File: src/core/ucsf_pkg.sv
package ucsf_pkg;

  // Register indices; the bus byte address is four times the index
  localparam logic [7:0]  IDX_CTRL      = 8'h98;
  localparam logic [7:0]  IDX_STAT      = 8'hba;
  localparam logic [7:0]  IDX_PWR       = 8'h87;
  localparam logic [7:0]  IDX_AUX       = 8'hc0;
  localparam logic [11:0] ADDR_CTRL     = {2'b00, IDX_CTRL, 2'b00};
  localparam logic [11:0] ADDR_STAT     = {2'b00, IDX_STAT, 2'b00};
  localparam logic [11:0] ADDR_PWR      = {2'b00, IDX_PWR, 2'b00};
  localparam logic [11:0] ADDR_AUX      = {2'b00, IDX_AUX, 2'b00};

  // serial_control fields
  localparam int unsigned CTL_RX_DONE   = 0;
  localparam int unsigned CTL_TX_DONE   = 1;
  localparam int unsigned CTL_NINTH_RX  = 2;
  localparam int unsigned CTL_NINTH_TX  = 3;
  localparam int unsigned CTL_RX_EN     = 4;
  localparam int unsigned CTL_MP_FILT   = 5;
  localparam int unsigned CTL_MODE_LO   = 6;
  localparam int unsigned CTL_BIT7      = 7;
  // serial_status fields
  localparam int unsigned STS_IRQ_EN    = 0;
  localparam int unsigned STS_OVERRUN   = 1;
  localparam int unsigned STS_BREAK     = 2;
  localparam int unsigned STS_FRAME     = 3;
  localparam int unsigned STS_DBISEL    = 4;
  localparam int unsigned STS_SPLIT     = 5;
  localparam int unsigned STS_INTLO     = 6;
  localparam int unsigned STS_DBMOD     = 7;
  // power_control_reg and auxiliary fields
  localparam int unsigned PWR_FUNC_SEL  = 6;
  localparam int unsigned PWR_RATE_DBL  = 7;
  localparam int unsigned AUX_BRK_RST   = 0;

  localparam logic [7:0]  CTRL_RST      = 8'h00;
  localparam logic [7:0]  STAT_RST      = 8'h00;
  localparam logic [7:0]  PWR_RST       = 8'h00;
  localparam logic [7:0]  AUX_RST       = 8'h00;

  localparam logic [3:0]  BREAK_BITS    = 4'hb;
  localparam logic [5:0]  DIV_SHIFT     = 6'h10;
  localparam logic [5:0]  DIV_NINE_SLOW = 6'h20;
  localparam logic [5:0]  DIV_NINE_FAST = 6'h10;
  localparam logic [5:0]  DIV_VARIABLE  = 6'h00;

  localparam logic [1:0]  RESP_OKAY     = 2'b00;
  localparam logic [1:0]  RESP_SLVERR   = 2'b10;

  typedef enum logic [1:0] {
    MODE_SHIFT      = 2'b00,
    MODE_ASYNC8     = 2'b01,
    MODE_NINE_FIXED = 2'b10,
    MODE_NINE_VAR   = 2'b11
  } ucsf_mode_e;

  typedef enum logic [2:0] {
    SEL_NONE = 3'b000,
    SEL_CTRL = 3'b001,
    SEL_STAT = 3'b010,
    SEL_PWR  = 3'b011,
    SEL_AUX  = 3'b100
  } ucsf_sel_e;

  function automatic ucsf_sel_e ucsf_decode(input logic [11:0] addr);
    ucsf_sel_e sel;
    if (addr == ADDR_CTRL) begin
      sel = SEL_CTRL;
    end else if (addr == ADDR_STAT) begin
      sel = SEL_STAT;
    end else if (addr == ADDR_PWR) begin
      sel = SEL_PWR;
    end else if (addr == ADDR_AUX) begin
      sel = SEL_AUX;
    end else begin
      sel = SEL_NONE;
    end
    return sel;
  endfunction : ucsf_decode

endpackage : ucsf_pkg

File: src/core/ucsf_break_det.sv
`timescale 1ns/1ps
module ucsf_break_det (
  input  wire logic sys_clk,   // Core clock
  input  wire logic nrst,      // Async reset, active low
  input  wire logic enable,    // Receive enable
  input  wire logic bit_stb,   // One received bit sampled
  input  wire logic bit_val,   // Value of that bit
  output logic      brk_pulse, // Break seen, one cycle
  output logic      idle_hold  // Receiver held idle after a break
);

  typedef enum logic {
    BRK_HUNT = 1'b0,
    BRK_HOLD = 1'b1
  } ucsf_brk_e;

  typedef struct packed {
    ucsf_brk_e  state;
    logic [3:0] cnt;
    logic       pulse;
  } ucsf_brk_s;

  ucsf_brk_s st_q;
  ucsf_brk_s st_d;

  always_comb begin
    st_d       = st_q;
    st_d.pulse = 1'b0;
    if (!enable) begin
      st_d.state = BRK_HUNT;
      st_d.cnt   = 4'h0;
    end else begin
      case (st_q.state)
        BRK_HUNT: begin
          if (bit_stb && !bit_val) begin
            if (st_q.cnt == ucsf_pkg::BREAK_BITS - 4'h1) begin
              st_d.pulse = 1'b1;
              st_d.state = BRK_HOLD;
              st_d.cnt   = 4'h0;
            end else begin
              st_d.cnt = st_q.cnt + 4'h1;
            end
          end else if (bit_stb) begin
            st_d.cnt = 4'h0;
          end
        end
        BRK_HOLD: begin
          // A high sample, a stop bit, ends the idle spell here; clearing enable also ends it
          if (bit_stb && bit_val) begin
            st_d.state = BRK_HUNT;
          end
        end
        default: st_d.state = BRK_HUNT;
      endcase
    end
  end

  always_ff @(posedge sys_clk or negedge nrst) begin
    if (!nrst) begin
      st_q <= '{state: BRK_HUNT, cnt: 4'h0, pulse: 1'b0};
    end else begin
      st_q <= st_d;
    end
  end

  assign brk_pulse = st_q.pulse;
  assign idle_hold = (st_q.state == BRK_HOLD);

endmodule : ucsf_break_det

File: src/core/ucsf_rate_sel.sv
`timescale 1ns/1ps
module ucsf_rate_sel (
  input  wire logic [1:0] mode,      // Mode select pair
  input  wire logic       rate_dbl,  // Doubles the fixed 9-bit rate
  output logic            nine_bit,  // Ninth data bit in the frame
  output logic            fixed,     // Rate is a fixed core clock fraction
  output logic [5:0]      div        // Core clock divisor, 0 when variable
);

  always_comb begin
    nine_bit = 1'b0;
    fixed    = 1'b0;
    div      = ucsf_pkg::DIV_VARIABLE;
    case (mode)
      ucsf_pkg::MODE_SHIFT: begin
        fixed = 1'b1;
        div   = ucsf_pkg::DIV_SHIFT;
      end
      ucsf_pkg::MODE_ASYNC8: fixed = 1'b0;
      ucsf_pkg::MODE_NINE_FIXED: begin
        nine_bit = 1'b1;
        fixed    = 1'b1;
        div      = rate_dbl ? ucsf_pkg::DIV_NINE_FAST : ucsf_pkg::DIV_NINE_SLOW;
      end
      default: begin
        nine_bit = 1'b1;
      end
    endcase
  end

endmodule : ucsf_rate_sel

File: src/core/ucsf_top.sv
// What this block does
// In 9-bit modes the ninth sent bit is control bit 3.
// Frames are taken only while receive enable, control bit 4, is set.
// 9-bit modes with filter set: no receive-done if ninth bit is 0.
// Software keeps the filter bit 0 in modes 0 and 1.
// Control bit 7 is upper mode bit, or framing flag if function select is 1.
// Bit 7 framing flag sets on bad stop, clears only by software.
// Software writes mode bits only while function select is 0.
// Mode 00 shift, 01 8-bit variable, 10 9-bit /32 or /16, 11 9-bit variable.
// After reset: shift-register mode at core clock over 16.
// Status enable set: framing, break, overrun request the serial interrupt.
// Status enable clear: those three flags request no interrupt.
// Receive-done requests its interrupt whatever the status enable.
// Break-reset enable set: a detected break requests a device reset.
// Overrun sets when bit 8 arrives while receive-done is set.
// Break flag sets after 11 consecutive low bits; software clears it.
// Status framing flag sets on a missing stop bit; software clears it.
// Split select 1: separate receive and transmit requests; 0: combined.
// Function select for bit 7 is power control register bit 6.
// After a break the receiver idles until a stop bit; framing is reported.
// Flags clear on a written 0; a same-cycle hardware set wins.
//
// Added by the designer: the AXI4-Lite register port.
`timescale 1ns/1ps
module ucsf_top (
  input  wire logic        sys_clk,         // Core clock, 100 MHz
  input  wire logic        nrst,            // Async reset, active low
  input  wire logic [11:0] s_axi_awaddr,    // Write address
  input  wire logic        s_axi_awvalid,   // Write address valid
  output logic             s_axi_awready,   // Write address ready
  input  wire logic [31:0] s_axi_wdata,     // Write data
  input  wire logic [3:0]  s_axi_wstrb,     // Write byte strobes
  input  wire logic        s_axi_wvalid,    // Write data valid
  output logic             s_axi_wready,    // Write data ready
  output logic [1:0]       s_axi_bresp,     // Write response
  output logic             s_axi_bvalid,    // Write response valid
  input  wire logic        s_axi_bready,    // Write response ready
  input  wire logic [11:0] s_axi_araddr,    // Read address
  input  wire logic        s_axi_arvalid,   // Read address valid
  output logic             s_axi_arready,   // Read address ready
  output logic [31:0]      s_axi_rdata,     // Read data
  output logic [1:0]       s_axi_rresp,     // Read response
  output logic             s_axi_rvalid,    // Read data valid
  input  wire logic        s_axi_rready,    // Read data ready
  input  wire logic        rx_bit_stb,      // Receiver sampled one bit
  input  wire logic        rx_bit_val,      // Value of the sampled bit
  input  wire logic        rx_bit8_stb,     // Bit 8 of a new character arrived
  input  wire logic        rx_frame_stb,    // Receiver closed a frame
  input  wire logic        rx_ninth_in,     // Received ninth data bit
  input  wire logic        rx_stop_ok,      // Stop bit of that frame was high
  input  wire logic        tx_done_stb,     // Transmitter finished a character
  output logic [1:0]       uart_mode,       // Selected mode
  output logic             nine_bit_mode,   // Frames carry a ninth data bit
  output logic             fixed_rate,      // Rate is a fixed core clock fraction
  output logic [5:0]       rate_div,        // Core clock divisor, 0 when variable
  output logic             ninth_tx_bit,    // Ninth bit to transmit
  output logic             rx_enable,       // Receiver may take characters
  output logic             irq_rx_req,      // Receive or combined interrupt request
  output logic             irq_tx_req,      // Separate transmit interrupt request
  output logic             break_reset_req  // Device reset request, one cycle
);

  typedef struct packed {
    logic        aw_have;
    logic [11:0] aw_addr;
    logic        w_have;
    logic [7:0]  w_data;
    logic        w_lane0;
    logic        bvalid;
    logic [1:0]  bresp;
    logic        rvalid;
    logic [7:0]  rdata;
    logic [1:0]  rresp;
    logic [1:0]  mode;
    logic        mp_filt;
    logic        rx_en;
    logic        ninth_tx;
    logic        ninth_rx;
    logic        tx_done;
    logic        rx_done;
    logic        frame_err;
    logic        overrun;
    logic        brk;
    logic        irq_en;
    logic        dbisel;
    logic        split;
    logic        intlo;
    logic        dbmod;
    logic        func_sel;
    logic        rate_dbl;
    logic        brk_rst_en;
    logic        irq_rx;
    logic        irq_tx;
    logic        brk_rst;
    logic        fixed;
    logic [5:0]  div;
  } ucsf_state_s;

  ucsf_state_s st_q;
  ucsf_state_s st_d;

  logic       brk_pulse;
  logic       idle_hold;
  logic       nine_d;
  logic       fixed_d;
  logic [5:0] div_d;
  logic [7:0] ctrl_view;
  logic [7:0] stat_view;

  ucsf_break_det u_break (
    .sys_clk   (sys_clk),
    .nrst      (nrst),
    .enable    (st_q.rx_en),
    .bit_stb   (rx_bit_stb),
    .bit_val   (rx_bit_val),
    .brk_pulse (brk_pulse),
    .idle_hold (idle_hold)
  );

  ucsf_rate_sel u_rate (
    .mode     (st_d.mode),
    .rate_dbl (st_d.rate_dbl),
    .nine_bit (nine_d),
    .fixed    (fixed_d),
    .div      (div_d)
  );

  // Bit 7 follows the function select on reads
  assign ctrl_view = {(st_q.func_sel ? st_q.frame_err : st_q.mode[1]),
                      st_q.mode[0], st_q.mp_filt, st_q.rx_en, st_q.ninth_tx,
                      st_q.ninth_rx, st_q.tx_done, st_q.rx_done};
  assign stat_view = {st_q.dbmod, st_q.intlo, st_q.split, st_q.dbisel,
                      st_q.frame_err, st_q.brk, st_q.overrun, st_q.irq_en};

  always_comb begin
    ucsf_pkg::ucsf_sel_e wsel;
    ucsf_pkg::ucsf_sel_e rsel;
    logic                wr_go;
    logic                frame_acc;
    logic                filtered;
    logic                set_ri;
    logic                set_fe;
    logic                set_oe;
    logic                clr_ri;
    logic                clr_ti;
    logic                clr_fe;
    logic                clr_br;
    logic                clr_oe;
    logic                status_req;
    st_d       = st_q;
    wsel       = ucsf_pkg::ucsf_decode(st_q.aw_addr);
    rsel       = ucsf_pkg::ucsf_decode(s_axi_araddr);
    wr_go      = st_q.aw_have && st_q.w_have && !st_q.bvalid;
    clr_ri     = 1'b0;
    clr_ti     = 1'b0;
    clr_fe     = 1'b0;
    clr_br     = 1'b0;
    clr_oe     = 1'b0;
    status_req = 1'b0;

    // No frames while disabled or idling after a break
    frame_acc = rx_frame_stb && st_q.rx_en && !idle_hold;
    filtered  = st_q.mode[1] && st_q.mp_filt && !rx_ninth_in;
    set_ri    = frame_acc && !filtered;
    set_fe    = (frame_acc && !rx_stop_ok && (st_q.mode != ucsf_pkg::MODE_SHIFT))
                || brk_pulse;
    set_oe    = rx_bit8_stb && st_q.rx_en && st_q.rx_done;

    // Write channel: address and data taken in either order
    if (s_axi_awvalid && s_axi_awready) begin
      st_d.aw_have = 1'b1;
      st_d.aw_addr = s_axi_awaddr;
    end
    if (s_axi_wvalid && s_axi_wready) begin
      st_d.w_have  = 1'b1;
      st_d.w_data  = s_axi_wdata[7:0];
      st_d.w_lane0 = s_axi_wstrb[0];
    end
    if (st_q.bvalid && s_axi_bready) begin
      st_d.bvalid = 1'b0;
    end
    if (wr_go) begin
      st_d.aw_have = 1'b0;
      st_d.w_have  = 1'b0;
      st_d.bvalid  = 1'b1;
      st_d.bresp   = (wsel == ucsf_pkg::SEL_NONE) ? ucsf_pkg::RESP_SLVERR
                                                  : ucsf_pkg::RESP_OKAY;
      if (st_q.w_lane0) begin
        if (wsel == ucsf_pkg::SEL_CTRL) begin
          if (st_q.func_sel) begin
            clr_fe = !st_q.w_data[ucsf_pkg::CTL_BIT7];
          end else begin
            st_d.mode[1] = st_q.w_data[ucsf_pkg::CTL_BIT7];
          end
          st_d.mode[0]  = st_q.w_data[ucsf_pkg::CTL_MODE_LO];
          st_d.mp_filt  = st_q.w_data[ucsf_pkg::CTL_MP_FILT];
          st_d.rx_en    = st_q.w_data[ucsf_pkg::CTL_RX_EN];
          st_d.ninth_tx = st_q.w_data[ucsf_pkg::CTL_NINTH_TX];
          st_d.ninth_rx = st_q.w_data[ucsf_pkg::CTL_NINTH_RX];
          clr_ti        = !st_q.w_data[ucsf_pkg::CTL_TX_DONE];
          clr_ri        = !st_q.w_data[ucsf_pkg::CTL_RX_DONE];
        end else if (wsel == ucsf_pkg::SEL_STAT) begin
          st_d.irq_en = st_q.w_data[ucsf_pkg::STS_IRQ_EN];
          clr_oe      = !st_q.w_data[ucsf_pkg::STS_OVERRUN];
          clr_br      = !st_q.w_data[ucsf_pkg::STS_BREAK];
          clr_fe      = !st_q.w_data[ucsf_pkg::STS_FRAME];
          st_d.dbisel = st_q.w_data[ucsf_pkg::STS_DBISEL];
          st_d.split  = st_q.w_data[ucsf_pkg::STS_SPLIT];
          st_d.intlo  = st_q.w_data[ucsf_pkg::STS_INTLO];
          st_d.dbmod  = st_q.w_data[ucsf_pkg::STS_DBMOD];
        end else if (wsel == ucsf_pkg::SEL_PWR) begin
          st_d.func_sel = st_q.w_data[ucsf_pkg::PWR_FUNC_SEL];
          st_d.rate_dbl = st_q.w_data[ucsf_pkg::PWR_RATE_DBL];
        end else if (wsel == ucsf_pkg::SEL_AUX) begin
          st_d.brk_rst_en = st_q.w_data[ucsf_pkg::AUX_BRK_RST];
        end
      end
    end

    // A same-cycle hardware set beats a clearing write
    st_d.rx_done   = (st_q.rx_done && !clr_ri) || set_ri;
    st_d.tx_done   = (st_q.tx_done && !clr_ti) || tx_done_stb;
    st_d.frame_err = (st_q.frame_err && !clr_fe) || set_fe;
    st_d.overrun   = (st_q.overrun && !clr_oe) || set_oe;
    st_d.brk       = (st_q.brk && !clr_br) || brk_pulse;
    if (set_ri) begin
      // Ninth data bit in 9-bit modes, stop bit in the 8-bit mode
      st_d.ninth_rx = st_q.mode[1] ? rx_ninth_in : rx_stop_ok;
    end

    // Read channel: one read outstanding, answered on the next edge
    if (st_q.rvalid && s_axi_rready) begin
      st_d.rvalid = 1'b0;
    end
    if (s_axi_arvalid && s_axi_arready) begin
      st_d.rvalid = 1'b1;
      st_d.rresp  = ucsf_pkg::RESP_OKAY;
      if (rsel == ucsf_pkg::SEL_CTRL) begin
        st_d.rdata = ctrl_view;
      end else if (rsel == ucsf_pkg::SEL_STAT) begin
        st_d.rdata = stat_view;
      end else if (rsel == ucsf_pkg::SEL_PWR) begin
        st_d.rdata = {st_q.rate_dbl, st_q.func_sel, 6'h00};
      end else if (rsel == ucsf_pkg::SEL_AUX) begin
        st_d.rdata = {7'h00, st_q.brk_rst_en};
      end else begin
        st_d.rdata = 8'h00;
        st_d.rresp = ucsf_pkg::RESP_SLVERR;
      end
    end

    // Interrupt requests, registered so they are glitch free
    status_req = st_q.irq_en && (st_q.frame_err || st_q.brk || st_q.overrun);
    if (st_q.split) begin
      st_d.irq_rx = st_q.rx_done || status_req;
      st_d.irq_tx = st_q.tx_done;
    end else begin
      st_d.irq_rx = st_q.rx_done || st_q.tx_done || status_req;
      st_d.irq_tx = 1'b0;
    end
    st_d.brk_rst = brk_pulse && st_q.brk_rst_en;

    st_d.fixed = fixed_d;
    st_d.div   = div_d;
  end

  always_ff @(posedge sys_clk or negedge nrst) begin
    if (!nrst) begin
      st_q            <= '0;
      st_q.mode       <= ucsf_pkg::MODE_SHIFT;
      st_q.mp_filt    <= ucsf_pkg::CTRL_RST[ucsf_pkg::CTL_MP_FILT];
      st_q.rx_en      <= ucsf_pkg::CTRL_RST[ucsf_pkg::CTL_RX_EN];
      st_q.ninth_tx   <= ucsf_pkg::CTRL_RST[ucsf_pkg::CTL_NINTH_TX];
      st_q.irq_en     <= ucsf_pkg::STAT_RST[ucsf_pkg::STS_IRQ_EN];
      st_q.split      <= ucsf_pkg::STAT_RST[ucsf_pkg::STS_SPLIT];
      st_q.func_sel   <= ucsf_pkg::PWR_RST[ucsf_pkg::PWR_FUNC_SEL];
      st_q.rate_dbl   <= ucsf_pkg::PWR_RST[ucsf_pkg::PWR_RATE_DBL];
      st_q.brk_rst_en <= ucsf_pkg::AUX_RST[ucsf_pkg::AUX_BRK_RST];
      st_q.fixed      <= 1'b1;
      st_q.div        <= ucsf_pkg::DIV_SHIFT;
    end else begin
      st_q <= st_d;
    end
  end

  // Readies stay low while a response waits: one write in flight
  assign s_axi_awready   = !st_q.aw_have && !st_q.bvalid;
  assign s_axi_wready    = !st_q.w_have && !st_q.bvalid;
  assign s_axi_bvalid    = st_q.bvalid;
  assign s_axi_bresp     = st_q.bresp;
  assign s_axi_arready   = !st_q.rvalid;
  assign s_axi_rvalid    = st_q.rvalid;
  assign s_axi_rresp     = st_q.rresp;
  assign s_axi_rdata     = {24'h00_0000, st_q.rdata};
  assign uart_mode       = st_q.mode;
  assign nine_bit_mode   = st_q.mode[1];
  assign fixed_rate      = st_q.fixed;
  assign rate_div        = st_q.div;
  assign ninth_tx_bit    = st_q.ninth_tx;
  assign rx_enable       = st_q.rx_en && !idle_hold;
  assign irq_rx_req      = st_q.irq_rx;
  assign irq_tx_req      = st_q.irq_tx;
  assign break_reset_req = st_q.brk_rst;

endmodule : ucsf_top

File: config.mk
export PLATFORM = sky130hd
export DESIGN_NAME = ucsf_top
export DESIGN_NICKNAME = d
export VERILOG_FILES = /design/src/core/ucsf_pkg.sv /design/src/core/ucsf_break_det.sv /design/src/core/ucsf_rate_sel.sv /design/src/core/ucsf_top.sv
export SDC_FILE = /design/constraint.sdc
export NUM_CORES = 1
export LEC_CHECK = 0
export BUFFER_PORTS_ARGS = -buffer_cell sky130_fd_sc_hd__buf_2
export CORE_ASPECT_RATIO = 1.5
export CORE_MARGIN = 3
export CORE_UTILIZATION = 49
export CTS_CLUSTER_SIZE = 16
export DETAILED_ROUTE_END_ITERATION = 12
export PLACE_DENSITY = 0.89
export SLEW_MARGIN = 10
export SYNTH_ARGS = -nofsm -noshare
export SYNTH_HDL_FRONTEND = slang
export SYNTH_SLANG_ARGS = --single-unit
File: constraint.sdc
create_clock -name sys_clk -period 2.4 [get_ports sys_clk]
set_clock_uncertainty 0.05 [all_clocks]
set_input_delay 0.12 -clock sys_clk [delete_from_list [all_inputs] [get_ports sys_clk]]
set_output_delay 0.12 -clock sys_clk [all_outputs]
set_load 0.01 [all_outputs]
# Word level (Yosys, flattened, before mapping)
# Index checks and enable logic that the tools add are counted.
# totals
register_bits,72
inputBits,74
output_inout_bits,56
elab_cells,208
# classes
add_sub_neg,1
eq_ne,20
muxes,72
n_bitwise,4
reduce_logical,75
# ops
operator,n
equality test 12 x 10 -> 1 bit (second input constant),8
two-way mux 1 bit,36
logical AND 1 bit,28
two-way mux 3 bit,9
two-way mux 6 bit,4
two-way mux 8 bit,3
two-way mux 2 bit,10
logical NOT 1 bit,19
nonzero test 2 bit,8
two-way mux 13 bit,1
equality test 3 x 2 -> 1 bit (second input constant),4
two-way mux 4 bit,3
one-hot mux 6 bit (2 select lines),1
logical OR 1 bit,11
two-way mux 11 bit,1
two-way mux 10 bit,1
two-way mux 5 bit,2
equality test 3 x 1 -> 1 bit (second input constant),2
equality test 3 bit (second input constant),2
AND reduction 3 bit,2
AND reduction 6 bit,1
AND reduction 5 bit,1
adder 4 x 1 -> 4 bit (second input constant),1
equality test 4 bit (second input constant),1
10 further kinds,13

# Logic depth before layout (Yosys ltp)
# Gate-level depths: netlist of the first run.
# depth
depth_word,14
depth_mapped,7
depth_no_buf,7

# By module
# A second synthesis of the first run with hierarchy kept.
# unflattened
cells_unflattened,309
hier_area_um2,3533.4
# by_module_without_submodules
module,instances,cells_per_inst,area_per_inst_um2,seq_area_each_um2
ucsf_top,1,268,3138.0,1604.0
ucsf_break_det,1,31,339.1,150.1
ucsf_rate_sel,1,10,56.3,0.0

# Worst setup path after synthesis of the first run
# No wires, ideal clock.
# synth_timing
kind,register to register
from,register st_q[54] (netlist name)
to,"register st_q, in the netlist rate_div[5]"
setup_ns,0.120
t_arrival_ns,1.613
t_required_ns,2.230
slack_ns,0.618
stages_incl_launch_ff,6
path_buffers,0
synth_period_minus_slack_ns,1.782
cell_sequence,dfrtp_1 or4_4 nor2_4 nand3_1 mux2_4 and3_1
# synth_lines
item,line,rtl
start: declaration,ucsf_top.sv:99,ucsf_state_s st_q;
start signal: assignment,ucsf_top.sv:282,st_q <= st_d;

# Final worst setup path of the first run
# layout_timing
from,register st_q[54] (netlist name)
to,register st_q[10] (netlist name)
# layout_via
elab_chain_cells,8
# layout_rtl
item,line,rtl
equality test 12 x 10 -> 1 bit,ucsf_pkg.sv:73,end else if (addr == ADDR_AUX) begin
two-way mux 3 bit,ucsf_pkg.sv:73,
two-way mux 3 bit,ucsf_pkg.sv:71,end else if (addr == ADDR_PWR) begin
two-way mux 3 bit,ucsf_pkg.sv:69,end else if (addr == ADDR_STAT) begin
two-way mux 3 bit *,ucsf_pkg.sv:67,if (addr == ADDR_CTRL) begin
equality test 3 x 2 -> 1 bit (tied with other cells),ucsf_top.sv:211,end else if (wsel == ucsf_pkg::SEL_PWR) begin
NOT 1 bit (no source line),--,
AND reduction 6 bit (no source line) *,--,
# Mark *: on every way between the ends. The rest lies on a longest branch, timed or not.
# A chain may end at the register's enable or synchronous reset.

==> results of run 1 <==
==> placed cells by master (no fill, tap or decap), drive strengths merged, types with 2 or more instances in the layout <==
cell	n
nor4	4
clkbuf	11
nor3	2
nand2b	4
mux2i	5
and2	7
and3	3
nand4b	3
o221ai	2
mux2	27
dfrtp	64
or4b	2
o31ai	2
inv	9
bufinv	4
or3	2
nor2b	2
a21oi	8
nor2	15
a21o	3
o21ai	18
or4	2
ha	2
nand3b	3
dfstp	2
dlygate4sd3	27
nand3	5
buf	75
conb	30
a22oi	7
nand2	39
==> final cells by class <==
type                    instances  area, um^2
clock buffers                  11         141
clock inverters                 5         125
fillers                       513        2450
inverters                       9        33.8
multi-input cells             212        1380
flip-flops and latches         66        1650
well taps                      76        95.1
repair buffers                102         653
==> sequential cells by signal, indices dropped and copies added, names as in the netlist <==
register / cells
st_q: 34
s_axi_rdata: 8
ctrl_view: 5
u_break.st_q: 4
rate_div: 2
uart_mode: 2
break_reset_req: 1
fixed_rate: 1
irq_rx_req: 1
irq_tx_req: 1
ninth_tx_bit: 1
s_axi_bresp: 1
s_axi_bvalid: 1
s_axi_rresp: 1
s_axi_rvalid: 1
u_break.brk_pulse: 1
u_break.idle_hold: 1
==> logic make-up after synthesis <==
logic type,share of synthesized area [%]
buf+inv,11.7
compound gates,8.64
xor+xnor,0.264
other cells,0.113
mux,11.2
simple gates,17.5
flops,49.9
fa+ha+maj,0.755
==> power groups by stage <==
stage	sequential, mW	clock, mW	combinational (mW)
after floorplan	1.54	0	0.538
after detailed placement	1.61	0	0.654
after global placement	1.58	0	0.629
final	1.60	1.24	0.696
after CTS	1.59	1.26	0.692
after global routing	1.63	1.30	0.770
==> metrics by stage <==
step	hold WS, ns	instances	worst slack, ns	util, %
finish	0.0416	481	0.497	62.5
detailed placement	0.0417	438	0.498	54.3
global placement	0.0424	438	0.536	54.3
CTS	0.0275	481	0.487	62.5
global route	0.0662	481	0.320	62.5
floorplan	-0.226	337	0.618	-
==> critical path, cell delays in order, from the launching register on <==
cell                      delay [ns]
sky130_fd_sc_hd__dfrtp_1        0.40
sky130_fd_sc_hd__or4_4          0.55
sky130_fd_sc_hd__nor2_4         0.16
sky130_fd_sc_hd__nand4_1        0.16
sky130_fd_sc_hd__nor2_1         0.15
sky130_fd_sc_hd__mux2_1         0.32
==> repair_timing <==
action / in CTS / in global routing
hold buffers: 27 / 0
buffers inserted: 0 / 0
endpoints found under the hold margin: 43 / 0
==> path summary, 6_finish.rpt <==
kind | depth (start not counted) | slack [ns] | from | end
max in group asynchronous | 3 | 1.33 | nrst | ctrl_view[5]$_DFFE_PN0P_
min in group asynchronous | 2 | 0.21 | nrst | st_q[11]$_DFF_PN0_
hold reg to reg | 2 | 0.43 | s_axi_rdata[2]$_DFFE_PN0P_ | s_axi_rdata[2]$_DFFE_PN0P_
setup reg to reg | 5 | 0.50 | st_q[54]$_DFFE_PN0P_ | st_q[10]$_DFFE_PN0P_
setup / recovery | 5 | 0.50 | st_q[54]$_DFFE_PN0P_ | st_q[10]$_DFFE_PN0P_
hold / removal | 4 | 0.04 | rx_stop_ok | st_q[20]$_DFF_PN0_
==> routing by layer <==
layer  vias to the layer above  routed length [um]  GRT usage, %
met5                         -                   0             0
met3                         9                 428          4.78
li1                       1182                   -             -
met2                        86                3940          35.7
met4                         0                 107          7.52
met1                      1213                2610          20.5
==> results.ini, run 1 <==
[status]
run_status = finished clean

[place]
place.port_buffers = 72
gp_congestion = 0.773
detailedPlacementHpwl_um = 5160
placed_area_um2 = 3550

[floorplan]
die_area_um2 = 7810
floorplan.die.width_um = 73.2
initial_utilization_pct = 50.8
ioPinCount = 130
die_h_um = 107
std_cell_rows = 36
coreArea_um2 = 6530

[route]
drc = 0
route.detailed.vias_per_inst = 5.18
drt.antenna.violating_nets = 0
dr.pass1.iters = 4
final_wirelength_um = 7090
detailed_route_wire_length_per_cell_um = 14.7
routed-via-count = 2490
dr.first_iter.drc_count = 150

[min_path]
hp-class = primary input to flip-flop

[sta]
final.period_utilization_pct = 79.3
post-route-min-period_ns = 1.90
slew_headroom_pct = 60.2
totalNegativeSetupSlack_ns = 0
report.final.hold_viol_count = 0
grt_setup_unrepaired = no
slew_violations = 0
report.final.setup_viol = 0
tightest_slew_ns = 0.595
fmax_mhz = 526

[worst_setup_path]
start_kind = flip-flop
critPathMaxFanout = 4
worst-endpoint-arrival_ns = 2.08
criticalPathCategory = flip-flop to flip-flop
worstSetupEndpointType = flip-flop
timing.critical_path.required_ns = 2.58

[cells_and_area]
areaGrowthSynthToFinish_pct = 23.2
fin_area_um2 = 4090
antenna_cells_inserted = 0
post_route_cells_drive_above_1_share_pct = 30.9
nets = 476

[synth]
synthesis.instances = 308
netlist_top_cells_area = sky130_fd_sc_hd__dfrtp_1 (48%), sky130_fd_sc_hd__buf_4 (10%), sky130_fd_sc_hd__mux2_2 (8.2%)
dominantRegCellSynth = sky130_fd_sc_hd__dfrtp_1
synthDominantAreaCellType = sky130_fd_sc_hd__dfrtp_1
synth.ff_latch_count = 66
most_frequently_used_cell_type_in_the_post_synthesis_netlist = sky130_fd_sc_hd__dfrtp_1
synth_area_per_cell_um2 = 10.8
synth_common_cells = sky130_fd_sc_hd__dfrtp_1 (64), sky130_fd_sc_hd__buf_4 (44), sky130_fd_sc_hd__nand2_1 (39), sky130_fd_sc_hd__mux2_2 (24), sky130_fd_sc_hd__nor2_1 (14)
yosysUniqueCellTypes = 56
synth-warning-count = 0
yosys.area.top_type_share_pct = 48.3
asr_flop_ratio_synth_pct = 100
mappedNetlistArea_um2 = 3320
synth_enable_flop_cells = 0
synth-seq-area-share_pct = 49.9

[cts]
cts_buffer_depth = 2
cts_htree_levels = 3
number_of_gates_resized_after_cts = 0
cts.reportedPaths.clkPinSlew_ns = 0.07
clock_insertion_delay_worst_skew_ns = 0.35
tritoncts.num_buffers = 9
clock_tree_from_tritoncts = yes
clock-root-buffer = sky130_fd_sc_hd__clkbuf_8
cts.sinks = 66

[power_and_ir_drop]
switchingPower_mw = 0.978
pwr-share-seq_pct = 45.2
vdd.ir_drop.worst_mv = 0.718
combPwrFrac_pct = 19.7
finalPower_mw = 3.53
power.leakage_nw = 1.98
power_density_nw_per_um2 = 865
sw_frac_of_total_pct = 27.7
power.internal_mw = 2.55
clock_power_share_pct = 35.1

[grt]
grt_use_total_pct = 19.4
grt_first_pass_wirelength_um = 11400
pin_count_of_the_biggest_net_entering_global_routing = 31
grt_antenna_before_repair = 0
grt_overflow = 0
grt_pass1_vias = 2445

[run]
cap_viol_max_count = 0

(Power assumes the default switching activity.)
==> run 2: changes to the inputs <==
Settings changed: ABC_AREA set to 1, CORE_UTILIZATION 49 to 50.
Clock period 2.4 ns to 1.81 ns, I/O delays scaled along.
==> run 2 against run 1 <==
  * Flip-flop and latch count unchanged
  * Highest routed layer unchanged
  * Worst setup slack worse by 0.29 ns
  * Design area up 5.8%
  * Global-route usage rose by 1.0 points
  * First-iteration DRC count rose by 48%
  * Largest power group unchanged
==> results.ini, run 2 <==
[route]
wl_met3_um = 383  ; -11%
drt-met1-wl_um = 2970  ; +14%
dr.pass1.iters = 4  ; unchanged
drc = 0  ; unchanged
dr.first_iter.drc_count = 222  ; +48%
route.detailed.vias_per_inst = 4.98  ; -3.7%
final_wirelength_um = 7870  ; +11%
detailed_route_wire_length_per_cell_um = 13.1  ; -11%
drt.antenna.violating_nets = 0  ; unchanged
met2_wirelength_um = 4250  ; +7.8%
routed-via-count = 3005  ; +21%
maxUsedRoutingLayer = met4

[sta]
slew_headroom_pct = 63.3  ; +3.1 points
report.final.setup_viol = 0  ; unchanged
fmax_mhz = 626  ; +19%
tightest_slew_ns = 0.550  ; -0.0457 ns
final.period_utilization_pct = 88.3  ; +9.0 points
report.final.hold_viol_count = 0  ; unchanged
whs_ns = 0.00717  ; -0.0345 ns
totalNegativeSetupSlack_ns = 0  ; unchanged
slew_violations = 0  ; unchanged
post-route-min-period_ns = 1.60  ; -0.304 ns
postLayoutSetupSlackWorst_ns = 0.212  ; -0.286 ns
grt_setup_unrepaired = no

[cells_and_area]
nets = 595  ; +25%
final_cell_mix = sky130_fd_sc_hd__buf_2 (72), sky130_fd_sc_hd__dfrtp_1 (64), sky130_fd_sc_hd__nand2_1 (62)
post_route_cells_drive_above_1_share_pct = 26.5  ; -4.3 points
areaGrowthSynthToFinish_pct = 20.3
fin_util_pct = 62.6  ; +0.086 points
fill_cells = 568  ; +11%
final_cell_count_no_fill = 603  ; +25%
max_flop_register = st_q
layout.cells.most_common = sky130_fd_sc_hd__buf_2
fin_area_um2 = 4320  ; +5.8%
max_ffs_per_register = 34  ; unchanged

[synth]
asr_flop_ratio_synth_pct = 100  ; unchanged
synth-warning-count = 0  ; unchanged
synth_common_cells = sky130_fd_sc_hd__dfrtp_1 (64), sky130_fd_sc_hd__nand2_1 (62), sky130_fd_sc_hd__nor2_1 (51), sky130_fd_sc_hd__inv_1 (47), sky130_fd_sc_hd__buf_4 (44)
synth.ff_latch_count = 66  ; unchanged
mappedNetlistArea_um2 = 3590  ; +8.3%
yosysUniqueCellTypes = 34  ; -39%
synth_area_per_cell_um2 = 8.49  ; -21%
most_frequently_used_cell_type_in_the_post_synthesis_netlist = sky130_fd_sc_hd__dfrtp_1
yosys.area.top_type_share_pct = 44.6  ; -3.7 points
synth_enable_flop_cells = 0  ; unchanged
synthesis.instances = 423  ; +37%
synthDominantAreaCellType = sky130_fd_sc_hd__dfrtp_1
synth-seq-area-share_pct = 46.0  ; -3.8 points
netlist_top_cells_area = sky130_fd_sc_hd__dfrtp_1 (45%), sky130_fd_sc_hd__buf_4 (9.2%), sky130_fd_sc_hd__nand2_1 (6.5%)
dominantRegCellSynth = sky130_fd_sc_hd__dfrtp_1

[power_and_ir_drop]
combPwrFrac_pct = 26.3  ; +6.6 points
sw_frac_of_total_pct = 35.2  ; +7.5 points
pwr-share-seq_pct = 46.2  ; +1.0 points
power_density_nw_per_um2 = 1020  ; +18%
clock_power_share_pct = 27.5  ; -7.6 points
finalPower_mw = 4.40  ; +25%
power.leakage_nw = 2.21  ; +11%
switchingPower_mw = 1.55  ; +59%
vdd.ir_drop.worst_mv = 0.867  ; +21%
power.internal_mw = 2.85  ; +12%

[cts]
clock_tree_from_tritoncts = yes
cts.reportedPaths.clkPinSlew_ns = 0.07  ; about the same
clock_insertion_delay_worst_skew_ns = 0.35  ; about the same
cts.sinks = 66  ; unchanged
clock-root-buffer = sky130_fd_sc_hd__clkbuf_8
tritoncts.num_buffers = 9  ; unchanged
cts_htree_levels = 3  ; unchanged
cts.repair_timing.setup_buffer_count = 0  ; unchanged
cts_buffer_depth = 2  ; unchanged

[grt]
grt_overflow = 0  ; unchanged
grt_first_pass_wirelength_um = 12700  ; +11%
grt_pass1_vias = 2892  ; +18%
pin_count_of_the_biggest_net_entering_global_routing = 67  ; +120%
grt_antenna_before_repair = 0  ; unchanged
grt_use_total_pct = 20.4  ; +1.0 points

[floorplan]
std_cell_rows = 37  ; +2.8%
floorplan.die.width_um = 75.2  ; +2.8%
ioPinCount = 130  ; unchanged
initial_utilization_pct = 52.1  ; +1.3 points
die_h_um = 110  ; +2.9%
die_area_um2 = 8260  ; +5.7%
coreArea_um2 = 6900  ; +5.6%

[place]
detailedPlacementHpwl_um = 5810  ; +13%
placed_area_um2 = 3840  ; +8.3%
dp_cells = 558  ; +27%
gp_congestion = 0.847  ; +9.5%
pre_cts_ws_ns = 0.222  ; -0.275 ns
place.port_buffers = 72  ; unchanged

[worst_setup_path]
worst-endpoint-arrival_ns = 1.78  ; -0.30 ns
worstSetupEndpointType = flip-flop
timing.critical_path.required_ns = 1.99  ; -0.59 ns
criticalPathCategory = flip-flop to flip-flop
start_kind = flip-flop
critPathMaxFanout = 6  ; +2

[status]
run_status = finished clean

[run]
cap_viol_max_count = 0  ; unchanged

[min_path]
hp-class = primary input to flip-flop

==> run 2: cell types whose count changed after synthesis, sizes merged, moves of 8 or more <==
cell / delta
nand3: +22
o21ai: +8
nand4: +17
mux2: -23
a21oi: +13
inv: +43
nand2: +31
nor2: +48
==> run 2: cell type report <==
| cell class | count | area, um^2 | share of cell area, % |
|---|---|---|---|
| antenna | 1 | 2.50 | 0.0579 |
| clock inverter | 6 | 66.3 | 1.53 |
| tap | 78 | 97.6 | 2.26 |
| multi-input combinational | 282 | 1460 | 33.9 |
| sequential | 66 | 1650 | 38.3 |
| timing repair buffer | 108 | 713 | 16.5 |
| clock buffer | 10 | 128 | 2.95 |
| inverter | 52 | 195 | 4.52 |
==> run 2: repair_timing <==
item	CTS	global route
endpoints found under the hold margin	91	0
resized for setup	0	0
hold buffers	28	0
==> run 2: final timing paths <==
check	endpoint	startpoint	slack [ns]	cells after the start
worst max-delay path	st_q[16]$_DFFE_PN0P_	st_q[64]$_DFFE_PN0P_	0.21	7
worst min-delay path	u_break.brk_pulse$_DFF_PN0_	rx_bit_val	0.007	4
worst max register to register	st_q[16]$_DFFE_PN0P_	st_q[64]$_DFFE_PN0P_	0.21	7
worst min register to register	st_q[18]$_DFF_PN0_	u_break.brk_pulse$_DFF_PN0_	0.43	2
max in group asynchronous	rate_div[4]$_DFF_PN1_	nrst	1.13	3
min in group asynchronous	s_axi_rdata[4]$_DFFE_PN0P_	nrst	0.25	3
==> run 2: per-layer routing <==
layer	GRT usage, %	up-vias
met4	11.4	0
met2	37.0	95
met1	21.8	1395
li1	-	1489
met5	0	-
met3	3.20	26
==> run 2: logic make-up after synthesis <==
kind of cell             after synthesis  synth area share [%]
AO/OA/AOI/OAI                         59                  9.33
buffers and inverters                104                  16.2
flip-flops                            66                  46.0
multiplexers                           4                  1.25
AND/OR/NAND/NOR                      187                  26.3
adder cells (fa/ha/maj)                2                 0.697
other                                  1                 0.104
==> run 2: critical path: stages (launching register included) <==
cell	delay, ns
sky130_fd_sc_hd__dfrtp_1	0.41
sky130_fd_sc_hd__nor2_4	0.15
sky130_fd_sc_hd__nand3_4	0.10
sky130_fd_sc_hd__nor3_4	0.24
sky130_fd_sc_hd__nand3_2	0.21
sky130_fd_sc_hd__buf_4	0.22
sky130_fd_sc_hd__nand2_2	0.05
sky130_fd_sc_hd__o21ai_2	0.05
==> run 2: power by group through the flow <==
stage | Clock (mW) | Combinational [mW] | Sequential [mW]
detailed placement | 0 | 1.11 | 2.05
global placement | 0 | 1.07 | 2.03
finish | 1.21 | 1.16 | 2.03
CTS | 1.22 | 1.16 | 2.03
global route | 1.29 | 1.31 | 2.07
floorplan | 0 | 0.903 | 2.00
